<file path="src/shared/tdec_pkg.sv">
package tdec_pkg;
  // Register byte offsets
  localparam logic [7:0] adr_cmd = 8'h00;
  localparam logic [7:0] adr_fault = 8'h04;
  localparam logic [7:0] adr_stat = 8'h08;
  localparam logic [7:0] adr_cfg0 = 8'h0c;
  localparam logic [7:0] adr_cfg1 = 8'h10;
  localparam logic [7:0] adr_cfg2 = 8'h14;
  localparam logic [7:0] adr_endian = 8'h18;
  localparam logic [7:0] adr_emu = 8'h1c;
  localparam logic [31:0] reg_rst = 32'h0000_0000;
  // Command codes
  localparam logic [2:0] cmd_none = 3'h0;
  localparam logic [2:0] cmd_start = 3'h1;
  localparam logic [2:0] cmd_dbg_init = 3'h4;
  localparam logic [2:0] cmd_dbg_one = 3'h5;
  localparam logic [2:0] cmd_dbg_rest = 3'h6;
  localparam logic [2:0] cmd_soft_rst = 3'h7;
  // Selector of the decoder interrupt at the system controller
  localparam int irq_selector = 31;
  // Parameter limits
  localparam logic [14:0] sa_fl_min = 15'h0028;
  localparam logic [14:0] sa_fl_max = 15'h50fa;
  localparam logic [14:0] sp_fl_min12 = 15'h0100;
  localparam logic [14:0] sp_fl_min3 = 15'h0080;
  localparam logic [14:0] sp_fl_max = 15'h5000;
  localparam int sp_fl_step_bits = 8;
  localparam logic [14:0] sf_max = 15'h5000;
  localparam logic [5:0] pl_max = 6'h30;
  localparam logic [5:0] pl_min = 6'h04;
  localparam logic [5:0] pl_default = 6'h18;
  localparam logic [7:0] rel_sa_min = 8'h28;
  localparam logic [7:0] rel_sa_max = 8'h80;
  localparam logic [7:0] rel_sp12 = 8'h80;
  localparam logic [7:0] rel_sp3_min = 8'h41;
  localparam logic [7:0] snr_max = 8'h64;
  localparam logic [5:0] iter_full = 6'h20;
  localparam logic [1:0] kind_none = 2'h0;
  localparam logic [1:0] kind_last = 2'h3;
  // Memory selectors seen on the transfer port
  localparam logic [2:0] mem_config = 3'h0;
  localparam logic [2:0] mem_table = 3'h1;
  localparam logic [2:0] mem_sys_parity = 3'h2;
  localparam logic [2:0] mem_apriori = 3'h3;
  localparam logic [2:0] mem_extrinsic = 3'h4;
  localparam logic [2:0] mem_decision = 3'h5;
  localparam logic [2:0] mem_outparam = 3'h6;
  // MAP decoder states
  localparam logic [3:0] map_idle = 4'h0;
  localparam logic [3:0] map_first = 4'h1;
  localparam logic [3:0] map_hold = 4'h6;
  localparam logic [3:0] map_last = 4'h8;
  // Fault register bits
  localparam int f_sum = 0;
  localparam int f_frame = 1;
  localparam int f_prolog = 2;
  localparam int f_sub = 3;
  localparam int f_rel = 4;
  localparam int f_snr = 5;
  localparam int f_table = 6;
  localparam int f_params = 7;
  localparam int f_stray = 8;
  localparam int f_iter = 9;
  localparam int nfault = 10;
  // Status register bits
  localparam int s_busy = 0;
  localparam int s_err = 1;
  localparam int s_wcfg = 2;
  localparam int s_wtbl = 3;
  localparam int s_wsp = 4;
  localparam int s_wap = 5;
  localparam int s_await_extrinsic_read = 6;
  localparam int s_rhd = 7;
  localparam int s_rop = 8;
  localparam int s_emu = 9;
  localparam int s_map = 10;
  localparam int s_snr = 11;
  localparam int s_state = 12;
  localparam int s_iter = 16;
  localparam int s_prolog = 24;
  // Configuration field positions
  localparam int c0_fl = 0;
  localparam int c0_split = 16;
  localparam int c0_kind = 17;
  localparam int c0_tbl = 19;
  localparam int c0_op = 20;
  localparam int c1_pl = 0;
  localparam int c1_sf = 16;
  localparam int c2_rl = 0;
  localparam int c2_snr = 8;
  localparam int c2_min = 16;
  localparam int c2_max = 24;
  typedef enum logic [3:0] {
    st_idle, st_wait_cfg, st_wait_tbl, st_wait_sp, st_wait_ap, st_hold,
    st_decode, st_read_ext, st_read_hd, st_read_op, st_fault
  } state_t;
endpackage

</file>
<file path="src/verilog/turbo_decoder_control_status.sv">
`timescale 1ns/1ps
// Notes on behaviour
// - Command register resets to 0 and clears to 0 once a command is taken.
// - Start aborts work, clears pointers, raises first transmit event.
// - Code 4 initialises like start but keeps the noise result, then holds in MAP state zero.
// - Code 5 runs one MAP decode then holds in MAP state six.
// - Code 6 runs remaining MAP decodes and ends normally.
// - Code 7 resets registers except endianness, command and emulation.
// - Any fault stops processing and raises the decoder interrupt, selector 31.
// - Reading the fault register restores fault and status defaults.
// - Summary fault bit in both registers; status copy clears on start.
// - Single-device mode: frame length below 40 or above 20730 faults.
// - Split mode frame length checks per subframe kind.
// - Prolog above 48 faults; below 4 uses 24 silently.
// - Split mode subframe length above 20480 faults.
// - Reliability length checks per mode and kind.
// - Noise threshold above 100 faults.
// - Split mode table or params load request faults.
// - In a waiting phase, access to another memory faults; in the output parameter phase any access faults.
// - Minimum iterations above maximum faults.
// - Decoder-active bit is 0 in MAP state 0, else 1.
// - Separate waiting bits for each transfer phase.
// - After a decoding without output parameters, transmit event and configuration wait.
// - Status shows halt, second MAP, state, iteration, noise result.
module turbo_decoder_control_status
  import tdec_pkg::*;
(
  input wire logic pclk,
  input wire logic presetn,
  input wire logic psel,
  input wire logic penable,
  input wire logic pwrite,
  input wire logic [7:0] paddr,
  input wire logic [31:0] pwdata,
  output logic [31:0] prdata,
  output logic pready,
  output logic pslverr,
  input wire logic mem_valid,
  input wire logic [2:0] mem_sel,
  input wire logic mem_last,
  input wire logic snr_exceed_in,
  input wire logic emu_halt_pin,
  output logic transmit_event,
  output logic receive_event,
  output logic decoder_irq
);
  logic [2:0] cmd_q;
  logic [31:0] cfg0_q, cfg1_q, cfg2_q, endian_q, emu_q, prdata_q;
  logic [nfault-1:0] fault_q, set_vec;
  logic [nfault-1:1] cause;
  logic err_stat_q, snr_q, emu_s1_q, emu_s2_q, halted;
  logic transmit_event_q, revt_q, map_q, dbg_q, last_map;
  logic [3:0] map_state_q;
  logic [4:0] iter_q;
  state_t st_q;
  logic acc, wr, rd, fault_rd, soft_rst, rd_hit;
  logic [31:0] rd_data, stat;
  logic [14:0] fl, sf;
  logic [5:0] pl, eff_pl, eff_max;
  logic [7:0] rl, rl_m1, snr_thr;
  logic [4:0] min_it;
  logic [1:0] kind;
  logic split, cfg_check, stray, in_wait;
  logic frame_bad, rel_bad;
  logic [2:0] exp_sel;

  assign acc = psel & penable;
  assign wr = acc & pwrite;
  assign rd = acc & ~pwrite;
  assign fault_rd = rd && paddr == adr_fault;
  assign soft_rst = cmd_q == cmd_soft_rst;
  assign pready = 1'b1;
  assign pslverr = acc & ~rd_hit;
  assign prdata = prdata_q;
  assign transmit_event = transmit_event_q;
  assign receive_event = revt_q;
  assign decoder_irq = fault_q[f_sum];

  // Emulation halt pin synchroniser
  always_ff @(posedge pclk or negedge presetn) begin
    if (!presetn) begin
      emu_s1_q <= 1'b0;
      emu_s2_q <= 1'b0;
    end else begin
      emu_s1_q <= emu_halt_pin;
      emu_s2_q <= emu_s1_q;
    end
  end
  // Bit 0 of the emulation register lets decoding run through a halt
  assign halted = emu_s2_q & ~emu_q[0];

  // Command register: taken one cycle, then written back to idle
  always_ff @(posedge pclk or negedge presetn) begin
    if (!presetn) begin
      cmd_q <= cmd_none;
    end else if (wr && paddr == adr_cmd) begin
      cmd_q <= pwdata[2:0];
    end else begin
      cmd_q <= cmd_none;
    end
  end

  // Configuration; endianness and emulation survive a soft reset
  always_ff @(posedge pclk or negedge presetn) begin
    if (!presetn) begin
      cfg0_q <= reg_rst;
      cfg1_q <= reg_rst;
      cfg2_q <= reg_rst;
    end else if (soft_rst) begin
      cfg0_q <= reg_rst;
      cfg1_q <= reg_rst;
      cfg2_q <= reg_rst;
    end else if (wr) begin
      if (paddr == adr_cfg0) cfg0_q <= pwdata;
      if (paddr == adr_cfg1) cfg1_q <= pwdata;
      if (paddr == adr_cfg2) cfg2_q <= pwdata;
    end
  end

  always_ff @(posedge pclk or negedge presetn) begin
    if (!presetn) begin
      endian_q <= reg_rst;
      emu_q <= reg_rst;
    end else if (wr) begin
      if (paddr == adr_endian) endian_q <= pwdata;
      if (paddr == adr_emu) emu_q <= pwdata;
    end
  end

  assign fl = cfg0_q[c0_fl +: 15];
  assign split = cfg0_q[c0_split];
  assign kind = cfg0_q[c0_kind +: 2];
  assign pl = cfg1_q[c1_pl +: 6];
  assign sf = cfg1_q[c1_sf +: 15];
  assign rl = cfg2_q[c2_rl +: 8];
  assign rl_m1 = rl - 8'h01;
  assign snr_thr = cfg2_q[c2_snr +: 8];
  assign min_it = cfg2_q[c2_min +: 5];
  assign eff_pl = (pl < pl_min) ? pl_default : pl;
  assign eff_max = (cfg2_q[c2_max +: 5] == 5'h00) ? iter_full :
                   {1'b0, cfg2_q[c2_max +: 5]};

  // Parameter checks, applied when the configuration words land
  always_comb begin
    frame_bad = 1'b0;
    rel_bad = 1'b0;
    if (!split) begin
      frame_bad = fl < sa_fl_min || fl > sa_fl_max;
      rel_bad = rl == 8'h00 || rl_m1 < rel_sa_min ||
                rl_m1 > rel_sa_max;
    end else if (kind == kind_last) begin
      frame_bad = fl < sp_fl_min3 || fl > sp_fl_max;
      rel_bad = rl < rel_sp3_min;
    end else if (kind != kind_none) begin
      frame_bad = fl < sp_fl_min12 || fl > sp_fl_max ||
                  fl[sp_fl_step_bits-1:0] != '0;
      rel_bad = rl != rel_sp12;
    end
  end

  assign cfg_check = st_q == st_wait_cfg && mem_valid && mem_last &&
                     mem_sel == mem_config;

  // Expected memory for each waiting phase
  always_comb begin
    in_wait = 1'b1;
    exp_sel = mem_config;
    case (st_q)
      st_wait_cfg: exp_sel = mem_config;
      st_wait_tbl: exp_sel = mem_table;
      st_wait_sp: exp_sel = mem_sys_parity;
      st_wait_ap: exp_sel = mem_apriori;
      st_read_ext: exp_sel = mem_extrinsic;
      st_read_hd: exp_sel = mem_decision;
      st_read_op: exp_sel = mem_outparam;
      default: in_wait = 1'b0;
    endcase
  end
  assign stray = mem_valid && in_wait &&
                 (st_q == st_read_op || mem_sel != exp_sel);

  always_comb begin
    cause = '0;
    cause[f_frame] = cfg_check & frame_bad;
    cause[f_prolog] = cfg_check && pl > pl_max;
    cause[f_sub] = cfg_check && split && sf > sf_max;
    cause[f_rel] = cfg_check & rel_bad;
    cause[f_snr] = cfg_check && snr_thr > snr_max;
    cause[f_table] = cfg_check & split & cfg0_q[c0_tbl];
    cause[f_params] = cfg_check & split & cfg0_q[c0_op];
    cause[f_stray] = stray;
    cause[f_iter] = cfg_check && {1'b0, min_it} > eff_max;
    set_vec = {cause, |cause};
  end

  // Sticky faults; a new fault outranks the read that clears them
  always_ff @(posedge pclk or negedge presetn) begin
    if (!presetn) begin
      fault_q <= '0;
    end else if (soft_rst) begin
      fault_q <= '0;
    end else begin
      fault_q <= (fault_rd ? '0 : fault_q) | set_vec;
    end
  end

  always_ff @(posedge pclk or negedge presetn) begin
    if (!presetn) begin
      err_stat_q <= 1'b0;
    end else if (soft_rst) begin
      err_stat_q <= 1'b0;
    end else if (set_vec[f_sum]) begin
      err_stat_q <= 1'b1;
    end else if (fault_rd || cmd_q == cmd_start ||
                 cmd_q == cmd_dbg_init) begin
      err_stat_q <= 1'b0;
    end
  end

  assign last_map = map_q && ({1'b0, iter_q} + 6'h01) == eff_max;

  // Sequencer, MAP counters and DMA events
  always_ff @(posedge pclk or negedge presetn) begin
    if (!presetn) begin
      st_q <= st_idle;
      map_state_q <= map_idle;
      iter_q <= 5'h00;
      map_q <= 1'b0;
      dbg_q <= 1'b0;
      transmit_event_q <= 1'b0;
      revt_q <= 1'b0;
    end else begin
      transmit_event_q <= 1'b0;
      revt_q <= 1'b0;
      if (soft_rst) begin
        st_q <= st_idle;
        map_state_q <= map_idle;
        iter_q <= 5'h00;
        map_q <= 1'b0;
        dbg_q <= 1'b0;
      end else if (cmd_q == cmd_start || cmd_q == cmd_dbg_init) begin
        st_q <= st_wait_cfg;
        map_state_q <= map_idle;
        iter_q <= 5'h00;
        map_q <= 1'b0;
        dbg_q <= cmd_q == cmd_dbg_init;
        transmit_event_q <= 1'b1;
      end else if (set_vec[f_sum]) begin
        st_q <= st_fault;
      end else if (fault_rd) begin
        st_q <= st_idle;
        map_state_q <= map_idle;
        iter_q <= 5'h00;
        map_q <= 1'b0;
      end else begin
        case (st_q)
          st_wait_cfg: if (cfg_check) begin
            st_q <= cfg0_q[c0_tbl] ? st_wait_tbl : st_wait_sp;
          end
          st_wait_tbl: if (mem_valid && mem_last) begin
            st_q <= st_wait_sp;
          end
          st_wait_sp, st_wait_ap: if (mem_valid && mem_last) begin
            if (st_q == st_wait_sp && split) begin
              st_q <= st_wait_ap;
            end else if (dbg_q) begin
              st_q <= st_hold;
            end else begin
              st_q <= st_decode;
              map_state_q <= map_first;
            end
          end
          st_hold: if (cmd_q == cmd_dbg_one ||
                       cmd_q == cmd_dbg_rest) begin
            st_q <= st_decode;
            map_state_q <= map_first;
            dbg_q <= cmd_q == cmd_dbg_one;
          end
          st_decode: if (!halted) begin
            if (map_state_q != map_last) begin
              map_state_q <= map_state_q + 4'h1;
            end else if (last_map) begin
              map_state_q <= map_idle;
              st_q <= split ? st_read_ext : st_read_hd;
              revt_q <= 1'b1;
            end else begin
              map_q <= ~map_q;
              if (map_q) iter_q <= iter_q + 5'h01;
              if (dbg_q) begin
                st_q <= st_hold;
                map_state_q <= map_hold;
              end else begin
                map_state_q <= map_first;
              end
            end
          end
          st_read_ext: if (mem_valid && mem_last) begin
            st_q <= st_read_hd;
            revt_q <= 1'b1;
          end
          st_read_hd, st_read_op: if (mem_valid && mem_last) begin
            if (st_q == st_read_hd && cfg0_q[c0_op]) begin
              st_q <= st_read_op;
              revt_q <= 1'b1;
            end else begin
              st_q <= st_wait_cfg;
              transmit_event_q <= 1'b1;
              iter_q <= 5'h00;
              map_q <= 1'b0;
            end
          end
          // Codes 2 and 3 and unused states leave everything alone
          default: st_q <= st_q;
        endcase
      end
    end
  end

  // Noise result of the latest finished MAP
  always_ff @(posedge pclk or negedge presetn) begin
    if (!presetn) begin
      snr_q <= 1'b0;
    end else if (soft_rst || fault_rd || cmd_q == cmd_start) begin
      snr_q <= 1'b0;
    end else if (st_q == st_decode && map_state_q == map_last) begin
      snr_q <= snr_exceed_in;
    end
  end

  // Status word
  always_comb begin
    stat = '0;
    stat[s_busy] = map_state_q != map_idle;
    stat[s_err] = err_stat_q;
    stat[s_wcfg] = st_q == st_wait_cfg;
    stat[s_wtbl] = st_q == st_wait_tbl;
    stat[s_wsp] = st_q == st_wait_sp;
    stat[s_wap] = st_q == st_wait_ap;
    stat[s_await_extrinsic_read] = st_q == st_read_ext;
    stat[s_rhd] = st_q == st_read_hd;
    stat[s_rop] = st_q == st_read_op;
    stat[s_emu] = halted;
    stat[s_map] = map_q;
    stat[s_snr] = snr_q;
    stat[s_state +: 4] = map_state_q;
    stat[s_iter +: 5] = iter_q;
    stat[s_prolog +: 6] = eff_pl;
  end

  always_comb begin
    rd_hit = 1'b1;
    case (paddr)
      adr_cmd: rd_data = {29'h0, cmd_q};
      adr_fault: rd_data = {{(32-nfault){1'b0}}, fault_q};
      adr_stat: rd_data = stat;
      adr_cfg0: rd_data = cfg0_q;
      adr_cfg1: rd_data = cfg1_q;
      adr_cfg2: rd_data = cfg2_q;
      adr_endian: rd_data = endian_q;
      adr_emu: rd_data = emu_q;
      default: begin
        rd_data = '0;
        rd_hit = 1'b0;
      end
    endcase
  end

  // Read data captured in the setup cycle
  always_ff @(posedge pclk or negedge presetn) begin
    if (!presetn) begin
      prdata_q <= '0;
    end else if (psel && !penable && !pwrite) begin
      prdata_q <= rd_data;
    end
  end
endmodule // turbo_decoder_control_status

</file>
<file path="config.mk">
export PLATFORM = sky130hd
export DESIGN_NAME = turbo_decoder_control_status
export DESIGN_NICKNAME = d
export VERILOG_FILES = /design/src/shared/tdec_pkg.sv /design/src/verilog/turbo_decoder_control_status.sv
export SDC_FILE = /design/constraint.sdc
export NUM_CORES = 1
export LEC_CHECK = 0
export BUFFER_PORTS_ARGS = -buffer_cell sky130_fd_sc_hd__buf_4
export CORE_MARGIN = 5
export CORE_UTILIZATION = 52
export CTS_CLUSTER_DIAMETER = 40
export DETAILED_ROUTE_END_ITERATION = 7
export GPL_ROUTABILITY_DRIVEN = 0
export GPL_TIMING_DRIVEN = 0
export PLACE_DENSITY = 0.73
export SLEW_MARGIN = 20
export SYNTH_ARGS = -nofsm -noshare
export SYNTH_HDL_FRONTEND = slang
export SYNTH_SLANG_ARGS = --single-unit
export TNS_END_PERCENT = 100
</file>
<file path="constraint.sdc">
create_clock -name pclk -period 2.7 [get_ports pclk]
set_clock_uncertainty 0.05 [all_clocks]
set_input_delay 0 -clock pclk [delete_from_list [all_inputs] [get_ports pclk]]
set_output_delay 0 -clock pclk [all_outputs]
set_load 0.005 [all_outputs]
</file>
Word-level counts from Yosys, hierarchy flattened
Cells that the tools add are included.
Widths: inputs -> output; s select.
{"block": "totals", "register_bits": 226, "wordCells": 273, "input_bits": 52, "out_inout_bits": 37}
{"block": "classes", "mux": 107, "eq_ne": 48, "n_bitwise": 15, "reduce_logical": 67, "add_sub_neg": 4, "n_lt_le_gt_ge": 13}
{"operator": "$mux 32", "count": 9}
{"operator": "$pmux 32 s8", "count": 1}
{"operator": "$mux 4", "count": 26}
{"operator": "$mux 5", "count": 10}
{"operator": "$ne 5x5->1 const B", "count": 10}
{"operator": "$mux 1", "count": 46}
{"operator": "$gt 15x15->1 const B", "count": 3}
{"operator": "$eq 8x5->1 const B", "count": 4}
{"operator": "$ne 6x6->1 const B", "count": 5}
{"operator": "$pmux 4 s7", "count": 1}
{"operator": "$mux 10", "count": 2}
{"operator": "$logic_and 1x1->1", "count": 19}
{"operator": "$ne 6x4->1 const B", "count": 3}
{"operator": "$pmux 3 s6", "count": 1}
{"operator": "$eq 4x3->1 const B", "count": 4}
{"operator": "$eq 8x4->1 const B", "count": 2}
{"operator": "$logic_not 8->1", "count": 2}
{"operator": "$lt 15x6->1 const B", "count": 1}
{"operator": "$lt 15x8->1 const B", "count": 1}
{"operator": "$lt 15x9->1 const B", "count": 1}
{"operator": "$reduce_and 7->1", "count": 2}
{"operator": "$logic_or 1x1->1", "count": 13}
{"operator": "$eq 3x3->1 const B", "count": 4}
{"operator": "$eq 4x4->1 const B", "count": 3}
{"operator": "other kinds (50)", "count": 81}

Depth between registers and ports, before layout
{"block": "depth", "depth_word": 12, "mapped_depth": 11, "ltp_nobuf": 10}

Worst setup path after synthesis
No wires, ideal clock.
{"block": "synth_timing", "path_kind": "register to register", "startpoint": "register cfg2_q[24]", "endpoint": "register st_q[2]", "n_path_buf": 0, "required_ns": 2.525, "stages_incl_launch_ff": 9, "arrival_time_ns": 2.494, "synth_period_minus_slack_ns": 2.669, "setup_time_ns": 0.125, "slack_ns": 0.031, "cell_sequence": "dfrtp_1 or4_4 o22ai_2 a31oi_1 or3_4 a21oi_4 nand4_4 o31ai_4 mux2_4"}
{"block": "synth_via", "elab_chain_len": 12, "elab_cells_between_ends": 26, "classes_between": "order compare (1); eq/ne (10); mux (9); reduce/logical (6)"}
{"element": "start: declaration", "line_no": "turbo_decoder_control_status.sv:48", "text": "logic [31:0] cfg0_q, cfg1_q, cfg2_q, endian_q, emu_q, prdata_q;"}
{"element": "start signal: assignment", "line_no": "turbo_decoder_control_status.sv:108", "text": "cfg2_q <= reg_rst;"}
{"element": "start signal: assignment", "line_no": "turbo_decoder_control_status.sv:112", "text": "cfg2_q <= reg_rst;"}
{"element": "start signal: assignment", "line_no": "turbo_decoder_control_status.sv:116", "text": "if (paddr == adr_cfg2) cfg2_q <= pwdata;"}
{"element": "$logic_not 5->1", "line_no": "turbo_decoder_control_status.sv:140", "text": "assign eff_max = (cfg2_q[c2_max +: 5] == 5'h00) ? iter_full :"}
{"element": "$mux 6 *", "line_no": "turbo_decoder_control_status.sv:140"}
{"element": "$eq 6x6->1", "line_no": "turbo_decoder_control_status.sv:220", "text": "assign last_map = map_q && ({1'b0, iter_q} + 6'h01) == eff_max;"}
{"element": "$logic_and 1x1->1", "line_no": "turbo_decoder_control_status.sv:220"}
{"element": "$mux 4", "line_no": "turbo_decoder_control_status.sv:282", "text": "end else if (last_map) begin"}
{"element": "$mux 4", "line_no": "turbo_decoder_control_status.sv:280", "text": "if (map_state_q != map_last) begin"}
{"element": "$mux 4", "line_no": "turbo_decoder_control_status.sv:279", "text": "st_decode: if (!halted) begin"}
{"element": "$pmux 4 s7", "line_no": "turbo_decoder_control_status.sv:256", "text": "case (st_q)"}
{"element": "$mux 4", "line_no": "turbo_decoder_control_status.sv:250", "text": "end else if (fault_rd) begin"}
{"element": "$mux 4", "line_no": "turbo_decoder_control_status.sv:248", "text": "end else if (set_vec[f_sum]) begin"}
{"element": "$mux 4", "line_no": "turbo_decoder_control_status.sv:241", "text": "end else if (cmd_q == cmd_start || cmd_q == cmd_dbg_init) begin"}
{"element": "$mux 4", "line_no": "turbo_decoder_control_status.sv:235", "text": "if (soft_rst) begin"}
{"element": "end signal: assignment", "line_no": "turbo_decoder_control_status.sv:236", "text": "st_q <= st_idle;"}
{"element": "end signal: assignment", "line_no": "turbo_decoder_control_status.sv:242", "text": "st_q <= st_wait_cfg;"}
{"element": "end signal: assignment", "line_no": "turbo_decoder_control_status.sv:249", "text": "st_q <= st_fault;"}
{"element": "end: declaration", "line_no": "turbo_decoder_control_status.sv:55", "text": "state_t st_q;"}
Mark *: on every way between the ends. The rest lies on a longest branch, timed or not. The select of a mux whose other input is x is not followed.
A chain may end at the register's enable or synchronous reset.

Final worst setup path
{"block": "layout_timing", "startpoint": "register cfg1_q[18]", "endpoint": "register st_q[2]"}
{"block": "layout_via", "elab_chain_len": 6, "elab_cells_between_ends": 17, "classes_between": "order compare (1); eq/ne (9); mux (3); reduce/logical (4)"}
{"element": "start: declaration", "line_no": "turbo_decoder_control_status.sv:48"}
{"element": "start signal: assignment", "line_no": "turbo_decoder_control_status.sv:107", "text": "cfg1_q <= reg_rst;"}
{"element": "start signal: assignment", "line_no": "turbo_decoder_control_status.sv:111", "text": "cfg1_q <= reg_rst;"}
{"element": "start signal: assignment", "line_no": "turbo_decoder_control_status.sv:115", "text": "if (paddr == adr_cfg1) cfg1_q <= pwdata;"}
{"element": "$gt 15x15->1 *", "line_no": "turbo_decoder_control_status.sv:186", "text": "cause[f_sub] = cfg_check && split && sf > sf_max;"}
{"element": "$logic_and 1x1->1 *", "line_no": "turbo_decoder_control_status.sv:186"}
{"element": "$reduce_or 9->1 *", "line_no": "turbo_decoder_control_status.sv:193", "text": "set_vec = {cause, |cause};"}
{"element": "branches (longest 3 deep; another with $reduce_and 10->1)"}
Mark *: on every way between the ends.

==> results.sh <==
export IMPL_status="finished, violations left"
export IMPL_failed_checks="hold timing, setup timing"
export IMPL_cp_slowest_cell="or4_4"
export IMPL_synth_warnings=0
export IMPL_fin_area_um2=14800
export IMPL_arrival_ps=3250
export IMPL_synthArstFlopShare_pct=100
export IMPL_finalMaxSlewViolations=0
export IMPL_dr_pass1_iters=8
export IMPL_r2r_slack_ps=-210
export IMPL_path_class="flop to flop"
export IMPL_slew_headroom_pct=44.8
export IMPL_track_usage_pct=30.3
export IMPL_crit_fanout=4
export IMPL_postRouteWirelength_um=39700
export IMPL_wire_per_inst_um=22.7
export IMPL_start_util_pct=52.5
export IMPL_core_um2=22500
export IMPL_max_slew_worst_pin_slew_ps=822
export IMPL_fin_ws_ps=-211
export IMPL_cts_tree="built"
export IMPL_nets=1499
export IMPL_fin_crit_ps=2910
export IMPL_ys_seq_elements=226
export IMPL_rsz0062_at_grt="true"
export IMPL_clock_sinks=226
export IMPL_avgSynthCellArea_um2=9.38
export IMPL_met3_length_um=3990
export IMPL_dr_max_layer_used="met4"
export IMPL_post_route_drc_count=0
export IMPL_yosysTopAreaCellShare_pct=47.9
export IMPL_finalHoldViolCount=3
export IMPL_fmax_mhz=344
export IMPL_post_dp_cell_area_um2=12900
export IMPL_grt_pass1_vias=10800
export IMPL_power_switching_mw=3.05
export IMPL_postRouteAntennaNets=0
export IMPL_p_per_area_nw_per_um2=718
export IMPL_min_path_type="input port to async pin"
export IMPL_synth_top_area_cell="dfrtp_1"
export IMPL_synth_enable_flop_cells=0
export IMPL_rr_endpoint="st_q[2]"
export IMPL_die_area_um2=25800
export IMPL_worstPathRequired_ps=3030
export IMPL_viasPerCell=6.32
export IMPL_vias=11000
export IMPL_syn_cell_area_um2=11800
export IMPL_cts_buffer_depth=3
export IMPL_numCtsBuffers=35
export IMPL_fp_dieH_um=161
export IMPL_synthCells=1259
export IMPL_critPathCaptureType="flop"
export IMPL_setup_viol=14
export IMPL_path_cells="or4_4, nor3_4, a31oi_4, o311a_1, a21oi_4, nand4_4, o31ai_4, mux2_4"
export IMPL_n_fill_cell=1764
export IMPL_p_clk_share_pct=44.3
export IMPL_switching_share_pct=28.8
export IMPL_die_w_um=161
export IMPL_clk_pin_slew_ps=50
export IMPL_power_mw=10.6
export IMPL_root_buffer="clkbuf_16"
export IMPL_fin_hold_ws_ps=-6.50
export IMPL_port_buffers=86
export IMPL_rr_startpoint="cfg1_q[18]"
export IMPL_comb_power_share_pct=19.7
export IMPL_seq_power_share_pct=36.0
export IMPL_syn_to_final_growth_pct=24.9
export IMPL_final_util_pct=65.6
export IMPL_overflow=0
export IMPL_synth_main_ff_cell="dfrtp_1"
export IMPL_grt_max_degree=100
export IMPL_maxCapViolCount=0
export IMPL_drive_gt1_share_pct=21.7
export IMPL_max_stage_delay_ps=560
export IMPL_wl_met2_um=18400
export IMPL_h_tree_depth=2
export IMPL_row_count=55
export IMPL_yosys_top_cells_area="dfrtp_1 48%, mux2_2 8.4%, nand2_1 7.7%, a21oi_1 6.7%, nor2_1 2.9%"
export IMPL_hpwl_um=28100
export IMPL_syn_nets=1320
export IMPL_p_leak_nw=6.51
export IMPL_timing_setup_tns_ps=-1290
export IMPL_worstSkewPairLatency_ps=530
export IMPL_synth_distinct_cells=76
export IMPL_drtIter0Drc=1437
export IMPL_synth_seq_area_share_pct=47.9
export IMPL_met1_length_um=15700
export IMPL_worstRegToRegCells=8
export IMPL_vdd_drop_max_uv=484
export IMPL_io_pin_count=89
export IMPL_start_kind="flop"
export IMPL_antenna_found_initial=0
export IMPL_intPower_mw=7.54
export IMPL_antenna_cells=0
export IMPL_grt_pass1_wl_um=61900
export IMPL_period_share_pct=108
cells by family after synthesis:
kind of cell / count (synthesis) / synth area share [%]
fa+ha+maj: 9 / 0.954
mux: 116 / 11.4
compound gates: 327 / 17.5
flops: 226 / 47.9
other cells: 1 / 0.0318
simple gates: 458 / 17.7
xor+xnor: 11 / 0.816
buf+inv: 111 / 3.68
placed cells by master (no fill, tap or decap), drive strengths merged, types with 24 or more instances in the layout:
cell,netlist,final
o21ai,45,45
clkbuf,78,123
nor3,29,29
dlygate4sd3,0,36
mux2,89,89
dfrtp,226,226
nand2,241,241
inv,21,24
a221oi,28,28
buf,12,116
nor2,91,91
a21oi,158,158
metrics by stage:
stage                     setup slack (ps)  std cells
final                                 -211       1748
after global routing                  -267       1748
after CTS                             -155       1738
after detailed placement              -631       1632
after global placement                -572       1630
after floorplan                       30.6       1259
state kept, by name (all words and copies together), names as in the netlist:
register	count
cfg0_q	32
cfg1_q	32
cfg2_q	32
cmd_q	3
dbg_q	1
emu_q	32
emu_s1_q	1
emu_s2_q	1
endian_q	32
err_stat_q	1
fault_q	10
iter_q	5
map_q	1
map_state_q	4
prdata	32
receive_event	1
snr_q	1
st_q	4
transmit_event	1
Yosys cell counts, drive strengths merged, types with 4 or more instances:
master	n
a222oi	6
nor4	12
o22ai	9
nand3b	4
nand2	241
mux4	6
a22o	16
mux2i	21
dfrtp	226
or4	5
a31oi	11
nand3	22
a41oi	5
mux2	89
o21a	4
a221oi	28
nor2	91
a211oi	7
o21ai	45
xnor2	5
ha	9
buf	12
a22oi	10
or3	6
a32oi	8
and3	8
inv	21
xor2	6
nand2b	11
clkbuf	78
o211ai	4
and4	5
o31ai	4
a21oi	158
nor3b	4
nor3	29
power by group through the flow:
stage	combinational, mW	sequential, mW	clock (mW)
floorplan	1.21	3.80	0
global placement	1.80	3.85	0
detailed placement	1.85	3.85	0
CTS	1.97	3.80	4.71
global route	2.25	3.84	4.87
finish	2.08	3.81	4.69
how the worst max path moves through the flow:
| stage | slack (ps) | end | startpoint | cells after the start |
|---|---|---|---|---|
| final | -210 | st_q[2] | cfg1_q[18] | 8 |
| after floorplan | 30 | st_q[2] | cfg2_q[24] | 8 |
| after CTS | -150 | st_q[2] | cfg2_q[25] | 8 |
| after global placement | -570 | prdata[15] | paddr[4] | 8 |
| after detailed placement | -630 | prdata[15] | paddr[4] | 8 |
| after global routing | -270 | st_q[2] | cfg1_q[18] | 8 |
area by class of cell:
cell class / count / area [um^2] / share of cell area (%)
well taps: 285 / 357 / 2.42
flip-flops and latches: 226 / 5670 / 38.4
repair buffers: 142 / 1220 / 8.29
multi-input cells: 922 / 5840 / 39.6
plain buffers: 90 / 368 / 2.49
clock buffers: 43 / 956 / 6.48
inverters: 21 / 78.8 / 0.534
clock inverters: 19 / 267 / 1.81
worst max-delay path: cells and delay by family, from the launching register on:
| kind | cells | cell delay [ps] |
|---|---|---|
| AO/OA/AOI/OAI | 4 | 1030 |
| AND/OR/NAND/NOR | 3 | 1000 |
| flip-flops | 1 | 380 |
| multiplexers | 1 | 330 |
what timing repair did:
action,4_1_cts,5_1_grt
buffers inserted,7,10
endpoints found under the hold margin,293,0
gates resized for setup,17,28
pin swaps,5,11
setup endpoints to repair,26,38
hold buffers,37,0
layer usage:
metal | GRT usage [%] | vias up
met5 | 0 | -
met4 | 12.4 | 0
met3 | 6.18 | 126
met2 | 47.5 | 638
met1 | 41.5 | 5399
li1 | - | 4878
Note: power is estimated with default switching activity, not from simulation.
